`config.mk`:
```
export PLATFORM = sky130hd
export DESIGN_NAME = uas_top
export DESIGN_NICKNAME = d
export VERILOG_FILES = /design/src/hw/uas_pkg.sv /design/src/hw/uas_top.sv
export VERILOG_INCLUDE_DIRS = /design/src /design/src/hw
export SDC_FILE = /design/constraint.sdc
export NUM_CORES = 1
export LEC_CHECK = 0
export BUFFER_PORTS_ARGS = -buffer_cell sky130_fd_sc_hd__buf_2
export CORE_MARGIN = 3
export CORE_UTILIZATION = 45
export CTS_BUF_LIST = sky130_fd_sc_hd__clkbuf_16
export CTS_CLUSTER_DIAMETER = 200
export DETAILED_ROUTE_END_ITERATION = 10
export GPL_TIMING_DRIVEN = 0
export HOLD_SLACK_MARGIN = 0.06
export SLEW_MARGIN = 10
export SYNTH_ARGS = -nofsm -noshare
export SYNTH_HDL_FRONTEND = slang
export SYNTH_SLANG_ARGS = --single-unit
```
`constraint.sdc`:
```
create_clock -name clk -period 6.8 [get_ports clk]
set_input_delay 0 -clock clk [delete_from_list [all_inputs] [get_ports clk]]
set_output_delay 0 -clock clk [all_outputs]
set_load 0.1 [all_outputs]
```
`src/hw/uas_map.svh`:
```
/*
  Constants of the serial transceiver: ticks, queue shapes, field positions, levels, counts.
  Assumes inclusion by bare name from the top module and the bench.
*/
`ifndef UAS_MAP_SVH
`define UAS_MAP_SVH

// Sixteen ticks a bit
`define UAS_SUB_MID 4'h7
`define UAS_SUB_LAST 4'hF
// Queue shapes
`define UAS_TX_WIDTH 8
`define UAS_TX_DEPTH 36
`define UAS_RX_WIDTH 11
`define UAS_RX_DEPTH 36
// Receive entry flag positions
`define UAS_RX_BRK_BIT 10
`define UAS_RX_FE_BIT 9
`define UAS_RX_PE_BIT 8
// Infrared pulse widths in ticks
`define UAS_IR_SHORT 4'h3
`define UAS_IR_LONG 4'h4
// Receive timeout gap in frames
`define UAS_TIMEOUT_FRAMES 16'h0004
// RTS margin in entries
`define UAS_RTS_MARGIN 7'h04
// Reset levels
`define UAS_LINE_IDLE 1'b1
`define UAS_SYNC_RESET 5'h1F

`endif

```
`src/hw/uas_pkg.sv`:
```
/*
  Types of the serial transceiver.
  Assumes uas_map.svh is on the include path.
*/
package uas_pkg;

  // Static configuration, held by the surrounding logic
  typedef struct packed {
    logic [15:0] baud_div;    // Tick period minus one, in clocks
    logic [1:0] word_len;     // 0..3 selects 5..8 data bits
    logic parity_en;
    logic parity_even;
    logic stop2;
    logic fifo_mode;          // Low selects the single-character legacy mode
    logic flow_en;
    logic rts_force;          // Request-to-send level while flow control is off
    logic ir_en;
    logic ir_pulse4;          // Infrared zero pulse of 4/16 instead of 3/16
  } uas_cfg_type;

  typedef enum logic [4:0] {
    UAS_TX_IDLE = 5'h01,
    UAS_TX_START = 5'h02,
    UAS_TX_DATA = 5'h04,
    UAS_TX_PAR = 5'h08,
    UAS_TX_STOP = 5'h10
  } uas_tx_state_type;

  typedef enum logic [5:0] {
    UAS_RX_IDLE = 6'h01,
    UAS_RX_START = 6'h02,
    UAS_RX_DATA = 6'h04,
    UAS_RX_PAR = 6'h08,
    UAS_RX_STOP = 6'h10,
    UAS_RX_WAIT = 6'h20
  } uas_rx_state_type;

endpackage : uas_pkg

```
`src/hw/uas_top.sv`:
```
/*
  Serial transceiver: queues, flow control, modem inputs, break, timeout, infrared.
  Assumes static configuration and asynchronous pins.
*/
`include "uas_map.svh"

// What this block does
// - Transmit sends start bit, data bits, then stop bits.
// - Optional parity added on transmit, checked on receive.
// - Five to eight data bits, parity optional, one or two stops.
// - Legacy and queued modes; reset comes up in legacy.
// - Device clock drives a programmable bit-rate divider.
// - Transmit queue 8 bits by 36.
// - Receive queue 11 bits by 36, character in low byte.
// - Queued entries flag break, framing, parity in bits 10,9,8.
// - DMA requests for transmit and receive.
// - Modem inputs sampled and reported.
// - Timeout when stream stops with data unread.
// - Flow control: RTS shows room, CTS off holds transmit.
// - Infrared zeros are 3/16 or 4/16 pulses, both ways.
module uas_top #(
  parameter int TX_DEPTH = `UAS_TX_DEPTH,
  parameter int RX_DEPTH = `UAS_RX_DEPTH
) (
  // Clock and reset
  input wire logic clk,
  input wire logic resetn,
  // Configuration
  input wire uas_pkg::uas_cfg_type cfg,
  // Transmit character stream
  input wire logic tx_valid,
  input wire logic [`UAS_TX_WIDTH-1:0] tx_data,
  output logic tx_ready,
  // Receive entry stream
  output logic rx_valid,
  output logic [`UAS_RX_WIDTH-1:0] rx_data,
  input wire logic rx_ready,
  // DMA requests
  output logic tx_dma_req,
  output logic rx_dma_req,
  // Status
  output logic rx_timeout,
  output logic rx_overrun,
  output logic line_err,
  input wire logic err_clr,
  output logic [3:0] modem_status,
  output logic tx_busy,
  // Serial pins
  input wire logic rxd,
  output logic txd,
  input wire logic cts_n,
  input wire logic dsr_n,
  input wire logic dcd_n,
  input wire logic ri_n,
  output logic rts_n
);

  localparam int TPW = $clog2(TX_DEPTH);
  localparam int TCW = $clog2(TX_DEPTH + 1);
  localparam int RPW = $clog2(RX_DEPTH);
  localparam int RCW = $clog2(RX_DEPTH + 1);

  ////////////////////////////////////////////////////////////////////////////////
  // Pin synchronisers and bit tick

  logic [4:0] sync1;
  logic [4:0] sync2;
  logic [15:0] div_cnt;
  logic tick;

  // Two flops per pin; only sync2 is read by logic
  always_ff @(posedge clk or negedge resetn) begin
    if (!resetn) begin
      sync1 <= `UAS_SYNC_RESET;
      sync2 <= `UAS_SYNC_RESET;
    end else begin
      sync1 <= {ri_n, dcd_n, dsr_n, cts_n, rxd};
      sync2 <= sync1;
    end
  end

  // Sixteen ticks a bit; divisor 0 is the fastest rate
  always_ff @(posedge clk or negedge resetn) begin
    if (!resetn) begin
      div_cnt <= 16'h0000;
    end else begin
      div_cnt <= tick ? 16'h0000 : div_cnt + 16'h0001;
    end
  end
  assign tick = (div_cnt >= cfg.baud_div);

  // Frame geometry from the configuration
  logic [3:0] nbits;
  logic [3:0] frame_bits;
  logic [7:0] frame_ticks;
  logic [7:0] data_mask;
  assign nbits = 4'h5 + {2'h0, cfg.word_len};
  assign frame_bits = 4'h2 + nbits + {3'h0, cfg.parity_en} + {3'h0, cfg.stop2};
  assign frame_ticks = {frame_bits, 4'h0};
  assign data_mask = 8'hFF >> (2'h3 - cfg.word_len);

  ////////////////////////////////////////////////////////////////////////////////
  // Transmit queue

  logic [`UAS_TX_WIDTH-1:0] tx_mem [TX_DEPTH];
  logic [TPW-1:0] tx_wp;
  logic [TPW-1:0] tx_rp;
  logic [TCW-1:0] tx_cnt;
  logic [TCW-1:0] next_tx_cnt;
  logic [TCW-1:0] tx_cap;
  logic tx_push;
  logic tx_pop;

  assign tx_cap = cfg.fifo_mode ? TCW'(TX_DEPTH) : TCW'(1);
  assign tx_push = tx_valid && tx_ready;
  assign next_tx_cnt = tx_cnt + TCW'(tx_push) - TCW'(tx_pop);

  // Pointers wrap at the depth, which need not be a power of two
  always_ff @(posedge clk or negedge resetn) begin
    if (!resetn) begin
      tx_wp <= '0;
      tx_rp <= '0;
      tx_cnt <= '0;
      tx_ready <= 1'b0;
      tx_dma_req <= 1'b0;
    end else begin
      if (tx_push) begin
        tx_wp <= (tx_wp == TPW'(TX_DEPTH - 1)) ? '0 : tx_wp + TPW'(1);
      end
      if (tx_pop) begin
        tx_rp <= (tx_rp == TPW'(TX_DEPTH - 1)) ? '0 : tx_rp + TPW'(1);
      end
      tx_cnt <= next_tx_cnt;
      tx_ready <= next_tx_cnt < tx_cap;
      tx_dma_req <= next_tx_cnt < tx_cap;
    end
  end

  always_ff @(posedge clk) begin
    if (tx_push) begin
      tx_mem[tx_wp] <= tx_data;
    end
  end

  ////////////////////////////////////////////////////////////////////////////////
  // Transmit serialiser

  uas_pkg::uas_tx_state_type tx_state;
  logic [3:0] tx_sub;
  logic [2:0] tx_bit;
  logic [7:0] tx_shift;
  logic tx_par;
  logic tx_cur;
  logic tx_hold;

  // CTS is checked only between characters
  assign tx_hold = cfg.flow_en && sync2[1];
  assign tx_pop = tick && (tx_state == uas_pkg::UAS_TX_IDLE) && (tx_cnt != '0) && !tx_hold;

  always_ff @(posedge clk or negedge resetn) begin
    if (!resetn) begin
      tx_state <= uas_pkg::UAS_TX_IDLE;
      tx_sub <= 4'h0;
      tx_bit <= 3'h0;
      tx_shift <= 8'h00;
      tx_par <= 1'b0;
      tx_cur <= `UAS_LINE_IDLE;
    end else if (tx_pop) begin
      tx_state <= uas_pkg::UAS_TX_START;
      tx_shift <= tx_mem[tx_rp] & data_mask;
      tx_par <= ^(tx_mem[tx_rp] & data_mask) ^ ~cfg.parity_even;
      tx_cur <= 1'b0;
      tx_sub <= 4'h0;
      tx_bit <= 3'h0;
    end else if (tick && tx_state != uas_pkg::UAS_TX_IDLE) begin
      tx_sub <= tx_sub + 4'h1;
      if (tx_sub == `UAS_SUB_LAST) begin
        unique case (tx_state)
          uas_pkg::UAS_TX_START: begin
            tx_state <= uas_pkg::UAS_TX_DATA;
            tx_cur <= tx_shift[0];
          end
          uas_pkg::UAS_TX_DATA: begin
            if ({1'b0, tx_bit} == nbits - 4'h1) begin
              tx_state <= cfg.parity_en ? uas_pkg::UAS_TX_PAR : uas_pkg::UAS_TX_STOP;
              tx_cur <= cfg.parity_en ? tx_par : 1'b1;
              tx_bit <= 3'h0;
            end else begin
              tx_shift <= tx_shift >> 1;
              tx_cur <= tx_shift[1];
              tx_bit <= tx_bit + 3'h1;
            end
          end
          uas_pkg::UAS_TX_PAR: begin
            tx_state <= uas_pkg::UAS_TX_STOP;
            tx_cur <= 1'b1;
          end
          uas_pkg::UAS_TX_STOP: begin
            if (cfg.stop2 && tx_bit == 3'h0) begin
              tx_bit <= 3'h1;
            end else begin
              tx_state <= uas_pkg::UAS_TX_IDLE;
            end
          end
          uas_pkg::UAS_TX_IDLE: begin
            tx_state <= uas_pkg::UAS_TX_IDLE;
          end
        endcase
      end
    end
  end

  // Infrared idles low; a zero bit opens with a short high pulse
  always_ff @(posedge clk or negedge resetn) begin
    if (!resetn) begin
      txd <= `UAS_LINE_IDLE;
      tx_busy <= 1'b0;
    end else begin
      if (cfg.ir_en) begin
        txd <= (tx_state != uas_pkg::UAS_TX_IDLE) && !tx_cur &&
               (tx_sub < (cfg.ir_pulse4 ? `UAS_IR_LONG : `UAS_IR_SHORT));
      end else begin
        txd <= (tx_state == uas_pkg::UAS_TX_IDLE) ? `UAS_LINE_IDLE : tx_cur;
      end
      tx_busy <= (tx_state != uas_pkg::UAS_TX_IDLE) || (tx_cnt != '0);
    end
  end

  ////////////////////////////////////////////////////////////////////////////////
  // Receive line decode and break watch

  logic [3:0] ir_hold;
  logic rx_line;
  logic [15:0] low_cnt;

  // Pulse stretched to a whole bit: some jitter, simple decoder
  always_ff @(posedge clk or negedge resetn) begin
    if (!resetn) begin
      ir_hold <= 4'h0;
      low_cnt <= 16'h0000;
    end else begin
      if (tick) begin
        ir_hold <= sync2[0] ? `UAS_SUB_LAST : (ir_hold != 4'h0 ? ir_hold - 4'h1 : 4'h0);
        low_cnt <= rx_line ? 16'h0000 : (low_cnt == 16'hFFFF ? low_cnt : low_cnt + 16'h0001);
      end
    end
  end
  assign rx_line = cfg.ir_en ? !(sync2[0] || ir_hold != 4'h0) : sync2[0];

  ////////////////////////////////////////////////////////////////////////////////
  // Receive deserialiser

  uas_pkg::uas_rx_state_type rx_state;
  logic [3:0] rx_sub;
  logic [2:0] rx_bit;
  logic [7:0] rx_shift;
  logic [7:0] rx_char;
  logic rx_pe;
  logic rx_push;
  logic rx_fe_now;
  logic rx_brk_now;
  logic [`UAS_RX_WIDTH-1:0] rx_entry;

  assign rx_char = rx_shift >> (2'h3 - cfg.word_len);
  assign rx_push = tick && ((rx_state == uas_pkg::UAS_RX_STOP && rx_sub == `UAS_SUB_MID && rx_line) ||
                            (rx_state == uas_pkg::UAS_RX_WAIT && rx_line));
  assign rx_fe_now = (rx_state == uas_pkg::UAS_RX_WAIT);
  assign rx_brk_now = rx_fe_now && (low_cnt > {8'h00, frame_ticks});
  // Flags are kept only in queued mode
  always_comb begin
    rx_entry = {3'h0, rx_char};
    rx_entry[`UAS_RX_BRK_BIT] = cfg.fifo_mode && rx_brk_now;
    rx_entry[`UAS_RX_FE_BIT] = cfg.fifo_mode && rx_fe_now;
    rx_entry[`UAS_RX_PE_BIT] = cfg.fifo_mode && rx_pe;
  end

  // Frame ends at mid-stop so an early next start is caught
  always_ff @(posedge clk or negedge resetn) begin
    if (!resetn) begin
      rx_state <= uas_pkg::UAS_RX_IDLE;
      rx_sub <= 4'h0;
      rx_bit <= 3'h0;
      rx_shift <= 8'h00;
      rx_pe <= 1'b0;
    end else if (tick) begin
      rx_sub <= rx_sub + 4'h1;
      unique case (rx_state)
        uas_pkg::UAS_RX_IDLE: begin
          rx_sub <= 4'h0;
          rx_bit <= 3'h0;
          rx_pe <= 1'b0;
          if (!rx_line) begin
            rx_state <= uas_pkg::UAS_RX_START;
          end
        end
        uas_pkg::UAS_RX_START: begin
          if (rx_sub == `UAS_SUB_MID && rx_line) begin
            rx_state <= uas_pkg::UAS_RX_IDLE;
          end else if (rx_sub == `UAS_SUB_LAST) begin
            rx_state <= uas_pkg::UAS_RX_DATA;
          end
        end
        uas_pkg::UAS_RX_DATA: begin
          if (rx_sub == `UAS_SUB_MID) begin
            rx_shift <= {rx_line, rx_shift[7:1]};
          end else if (rx_sub == `UAS_SUB_LAST) begin
            rx_bit <= rx_bit + 3'h1;
            if ({1'b0, rx_bit} == nbits - 4'h1) begin
              rx_state <= cfg.parity_en ? uas_pkg::UAS_RX_PAR : uas_pkg::UAS_RX_STOP;
            end
          end
        end
        uas_pkg::UAS_RX_PAR: begin
          if (rx_sub == `UAS_SUB_MID) begin
            rx_pe <= rx_line != (^rx_char ^ ~cfg.parity_even);
          end else if (rx_sub == `UAS_SUB_LAST) begin
            rx_state <= uas_pkg::UAS_RX_STOP;
          end
        end
        uas_pkg::UAS_RX_STOP: begin
          if (rx_sub == `UAS_SUB_MID) begin
            rx_state <= rx_line ? uas_pkg::UAS_RX_IDLE : uas_pkg::UAS_RX_WAIT;
          end
        end
        uas_pkg::UAS_RX_WAIT: begin
          if (rx_line) begin
            rx_state <= uas_pkg::UAS_RX_IDLE;
          end
        end
      endcase
    end
  end

  ////////////////////////////////////////////////////////////////////////////////
  // Receive queue with registered head

  logic [`UAS_RX_WIDTH-1:0] rx_mem [RX_DEPTH];
  logic [RPW-1:0] rx_wp;
  logic [RPW-1:0] rx_rp;
  logic [RCW-1:0] rx_cnt;
  logic [RCW-1:0] rx_cap;
  logic out_free;
  logic rx_load;
  logic rx_bypass;
  logic rx_wr;
  logic rx_pop;

  // Head register is one entry; array holds one fewer
  assign rx_cap = cfg.fifo_mode ? RCW'(RX_DEPTH - 1) : RCW'(0);
  assign out_free = !rx_valid || rx_ready;
  assign rx_pop = rx_valid && rx_ready;
  assign rx_load = out_free && rx_cnt != '0;
  assign rx_bypass = out_free && rx_cnt == '0 && rx_push;
  assign rx_wr = rx_push && !rx_bypass && rx_cnt < rx_cap;

  always_ff @(posedge clk or negedge resetn) begin
    if (!resetn) begin
      rx_wp <= '0;
      rx_rp <= '0;
      rx_cnt <= '0;
      rx_valid <= 1'b0;
      rx_data <= '0;
    end else begin
      if (rx_wr) begin
        rx_wp <= (rx_wp == RPW'(RX_DEPTH - 1)) ? '0 : rx_wp + RPW'(1);
      end
      if (rx_load) begin
        rx_rp <= (rx_rp == RPW'(RX_DEPTH - 1)) ? '0 : rx_rp + RPW'(1);
        rx_data <= rx_mem[rx_rp];
      end else if (rx_bypass) begin
        rx_data <= rx_entry;
      end
      rx_cnt <= rx_cnt + RCW'(rx_wr) - RCW'(rx_load);
      rx_valid <= rx_load || rx_bypass || (rx_valid && !rx_ready);
    end
  end

  always_ff @(posedge clk) begin
    if (rx_wr) begin
      rx_mem[rx_wp] <= rx_entry;
    end
  end

  ////////////////////////////////////////////////////////////////////////////////
  // Status, timeout, flow control, modem and DMA

  logic [15:0] idle_cnt;
  logic [15:0] idle_lim;
  assign idle_lim = 16'(frame_ticks) * `UAS_TIMEOUT_FRAMES;

  // Sticky flags: a new event in the clearing cycle wins
  always_ff @(posedge clk or negedge resetn) begin
    if (!resetn) begin
      rx_overrun <= 1'b0;
      line_err <= 1'b0;
    end else begin
      rx_overrun <= (rx_push && !rx_bypass && !rx_wr) || (rx_overrun && !err_clr);
      line_err <= (rx_push && (rx_pe || rx_fe_now)) || (line_err && !err_clr);
    end
  end

  // Idle time counts while data waits; arrival or read restarts it
  always_ff @(posedge clk or negedge resetn) begin
    if (!resetn) begin
      idle_cnt <= 16'h0000;
      rx_timeout <= 1'b0;
    end else if (rx_push || rx_pop || !rx_valid || rx_state != uas_pkg::UAS_RX_IDLE) begin
      idle_cnt <= 16'h0000;
      rx_timeout <= 1'b0;
    end else if (tick) begin
      if (idle_cnt >= idle_lim) begin
        rx_timeout <= 1'b1;
      end else begin
        idle_cnt <= idle_cnt + 16'h0001;
      end
    end
  end

  // Margin leaves room for characters in flight
  always_ff @(posedge clk or negedge resetn) begin
    if (!resetn) begin
      rts_n <= 1'b1;
      modem_status <= 4'h0;
      rx_dma_req <= 1'b0;
    end else begin
      if (cfg.flow_en) begin
        rts_n <= cfg.fifo_mode ? (7'(rx_cnt) + `UAS_RTS_MARGIN >= 7'(rx_cap)) : rx_valid;
      end else begin
        rts_n <= !cfg.rts_force;
      end
      modem_status <= ~sync2[4:1];
      rx_dma_req <= rx_valid || rx_cnt != '0;
    end
  end

endmodule : uas_top

```
==> results.yml <==
clocking:
  post_cts_resized: 0
  root_buffer: "clkbuf_16"
  cts_buffers: 90
  cts_sinks: 850
  clk_path_buf_depth: 3
  postCtsSetupBuffers: 0
  tritoncts: "built"
  cts_hold_buf: 33
  ctsHtreeMaxLevel: 3
  clk-insertion-delay-late_ns: 0.66
  clk_pin_slew_ns: 0.06
sta:
  post-route-period-util: 0.798
  rsz0062_at_grt: "no"
  tightest_slew_ns: 1.25
  finalSetupTns_ns: 0
  fin_crit_ns: 5.43
  relSlewSlack: 0.161
  setup_viol: 0
  drv_slew: 0
  fin_skew_ns: 0.0336
  fmax_mhz: 184
  finalHoldViolations: 0
logic_synthesis:
  synth_top_cell_area_share: 0.571
  synthCells: 2178
  synthTopCellsByArea: "edfxtp_1 (57%), mux4_2 (11%), dfrtp_1 (11%)"
  yosysWarnings: 0
  ys_seq_elements: 850
  ys_types: 77
  synthFlopType: "edfxtp_1"
  synth_area_leader_cell: "edfxtp_1"
  yosysSeqAreaShare: 0.687
  synthesis.area_um2: 36000
  synth-edff-count: 684
  syn-num-nets: 2294
  ys_async_sr_fraction: 0.195
  synth.avg_cell_area_um2: 16.5
cells_and_area:
  fill_cells: 6396
  areaGrowthSynthToFinish_pct: 14.9
  seqCellArea_um2: 24700
  final_core_util: 0.523
  multiInputGateArea_um2: 10600
  num_antenna_cells: 0
  drive_gt1_frac: 0.197
  num-nets-final: 2492
critical_path:
  critPathKind: "reg -> reg"
  cp_slowest_cell: "o221ai_1"
  crit_path_frequent_cell: "a21o_1"
  crit_chain: "inv_1 > ha_1 > nand2b_1 > a21o_1 > a21o_1 > a21o_1 > a21o_1 > a21oi_1 > o221ai_1 > nand2_1 > inv_2 > buf_1 > ha_1 > inv_1 > ha_1 > a21o_1 > a21oi_1 > o21bai_1 > a21oi_1 > xor2_1 > ha_1 > o41a_1 > nor2_1"
  crit_required_ns: 7.34
  critical_path.max_stage_delay_ns: 0.80
  crit_fanout: 10
  crit_arrival_ns: 5.97
  worst_setup_path_end_kind: "register"
  cp-start-kind: "register"
detailed_routing:
  wl_per_cell_um: 24.6
  drt_iter0_drc: 1898
  vias_per_cell: 5.75
  via_count: 20100
  drc: 0
  drtPass1Iterations: 5
  drtAntennaViolNets: 0
  routed_wl_um: 86200
pwr:
  pwr-share-clk: 0.369
  power.internal_mw: 9.85
  comb_power_share: 0.192
  ir_drop_mv: 0.197
  swShare: 0.284
  p_seq_frac: 0.439
  leakagePower_nw: 14.4
  powerDensity_nw_per_um2: 333
  switching_power_mw: 3.91
die:
  die-area_um2: 83400
  fp.dieH_um: 289
  core_area_um2: 79100
  die_width_um: 289
  rows: 103
  initial_core_util: 0.455
  pin_count: 69
global_route:
  grt_max_degree: 105
  antenna_found_initial: 2
  grt_pass1_wl_um: 129000
  groute.usage.overall: 0.209
  first_global_vias: 20200
  grt-ovfl-total: 0
outcome:
  status: "completed"
placement:
  dp_hpwl_um: 56100
  port_buffers: 68
  gp_congestion: 0.825
hold_path:
  hold_class: "in -> reg"
job:
  maxCapViolations: 0
[through the flow]
step	power, mW	cells	setup WS, ns	hold WS [ns]	cell area [um2]
finish	13.8	3502	1.37	0.120	41400
global route	14.3	3502	0.851	0.113	41400
CTS	13.9	3502	1.32	0.0795	41300
detailed placement	8.77	3301	1.35	-0.0239	37800
global placement	8.72	3296	0.978	0.106	37600
floorplan	7.96	2178	2.58	-0.296	36000
[final cells by class]
| class | count | share of cell area |
|---|---|---|
| buffer | 105 | 0.0123 |
| tap | 1050 | 0.0318 |
| clock buffer | 90 | 0.0545 |
| multi-input combinational | 1147 | 0.256 |
| inverter | 76 | 0.00690 |
| clock inverter | 78 | 0.0211 |
| sequential | 850 | 0.598 |
| timing repair buffer | 106 | 0.0202 |
[final timing paths]
path                                 start    endpoint  slack, ns  cells after the start
worst max-delay path            div_cnt[0]  tx_dma_req       1.37                     23
worst min-delay path               err_clr    line_err       0.12                      3
worst max register to register  div_cnt[0]  tx_dma_req       1.37                     23
worst min register to register    sync1[4]    sync2[4]       0.36                      0
max in group asynchronous           resetn    rx_rp[5]       5.70                      4
min in group asynchronous           resetn    sync2[1]       0.52                      3
[worst max-delay path: cells and delay by family (launching register included)]
kind                     cells  cell delay [ns]
AO/OA/AOI/OAI               11             2.10
adder cells (fa/ha/maj)      4             1.03
buffers and inverters        4             0.89
AND/OR/NAND/NOR              3             0.68
flip-flops                   1             0.42
XOR/XNOR                     1             0.22
[state kept, by name (all words and copies together) (netlist names), 8 cells and up]
signal,count
rx_data,11
idle_cnt,16
rx_shift,8
div_cnt,16
tx_mem,288
rx_mem,396
low_cnt,16
tx_shift,8
[layout by cell type (no fill, tap or decap), types with 67 or more instances in the layout]
master     instances
mux4_2           174
dfrtp_1          151
ha_1              69
nor2_1           161
buf_2             82
inv_1             90
nand2_1          138
o21ai_0           76
clkbuf_1          67
clkbuf_16         90
edfxtp_1         684
[Yosys cell counts, types with 4 or more instances]
cell type / instances
or3b_2: 4
ha_1: 69
nand4_1: 19
o31ai_1: 8
a21o_1: 13
nand2_1: 138
o21ai_0: 77
xor2_1: 32
dfrtp_1: 151
and3_1: 23
edfxtp_1: 684
a31oi_1: 14
nor2_1: 184
mux4_2: 174
nand3b_1: 13
buf_1: 10
or3_1: 6
mux2i_1: 46
inv_1: 74
nand3_1: 40
o21a_1: 7
a21oi_1: 51
buf_4: 8
xnor2_1: 39
a211oi_1: 8
mux4_1: 18
buf_2: 15
nand2b_1: 12
mux2_2: 13
nor4_1: 14
clkbuf_1: 67
o22ai_1: 8
and2_1: 8
o211ai_1: 5
nor3_1: 23
nor2b_1: 10
o221ai_1: 6
dfstp_2: 15
[layer usage]
metal / track usage / routed length, um / up-vias
met5: 0 / 12 / -
met4: 0.0629 / 2070 / 2
met3: 0.0424 / 6420 / 129
met2: 0.326 / 40300 / 706
met1: 0.298 / 37300 / 10400
li1: - / - / 8866
[power groups by stage]
stage	clock network, mW	logic [mW]	registers (mW)
floorplan	0	1.62	6.34
global placement	0	2.58	6.14
detailed placement	0	2.63	6.14
CTS	5.16	2.67	6.04
global route	5.38	2.87	6.07
finish	5.07	2.65	6.04
[cell families after synthesis]
| family | after synthesis | share of synthesized area |
|---|---|---|
| buffers and inverters | 181 | 0.0220 |
| DFF | 850 | 0.687 |
| adders and majority gates | 72 | 0.0257 |
| AOI/OAI and AO/OA | 237 | 0.0416 |
| and+or+nand+nor | 515 | 0.0669 |
| muxes | 251 | 0.139 |
| xor gates and xnor gates | 72 | 0.0179 |
No activity file was read; power rests on OpenSTA's default activity.
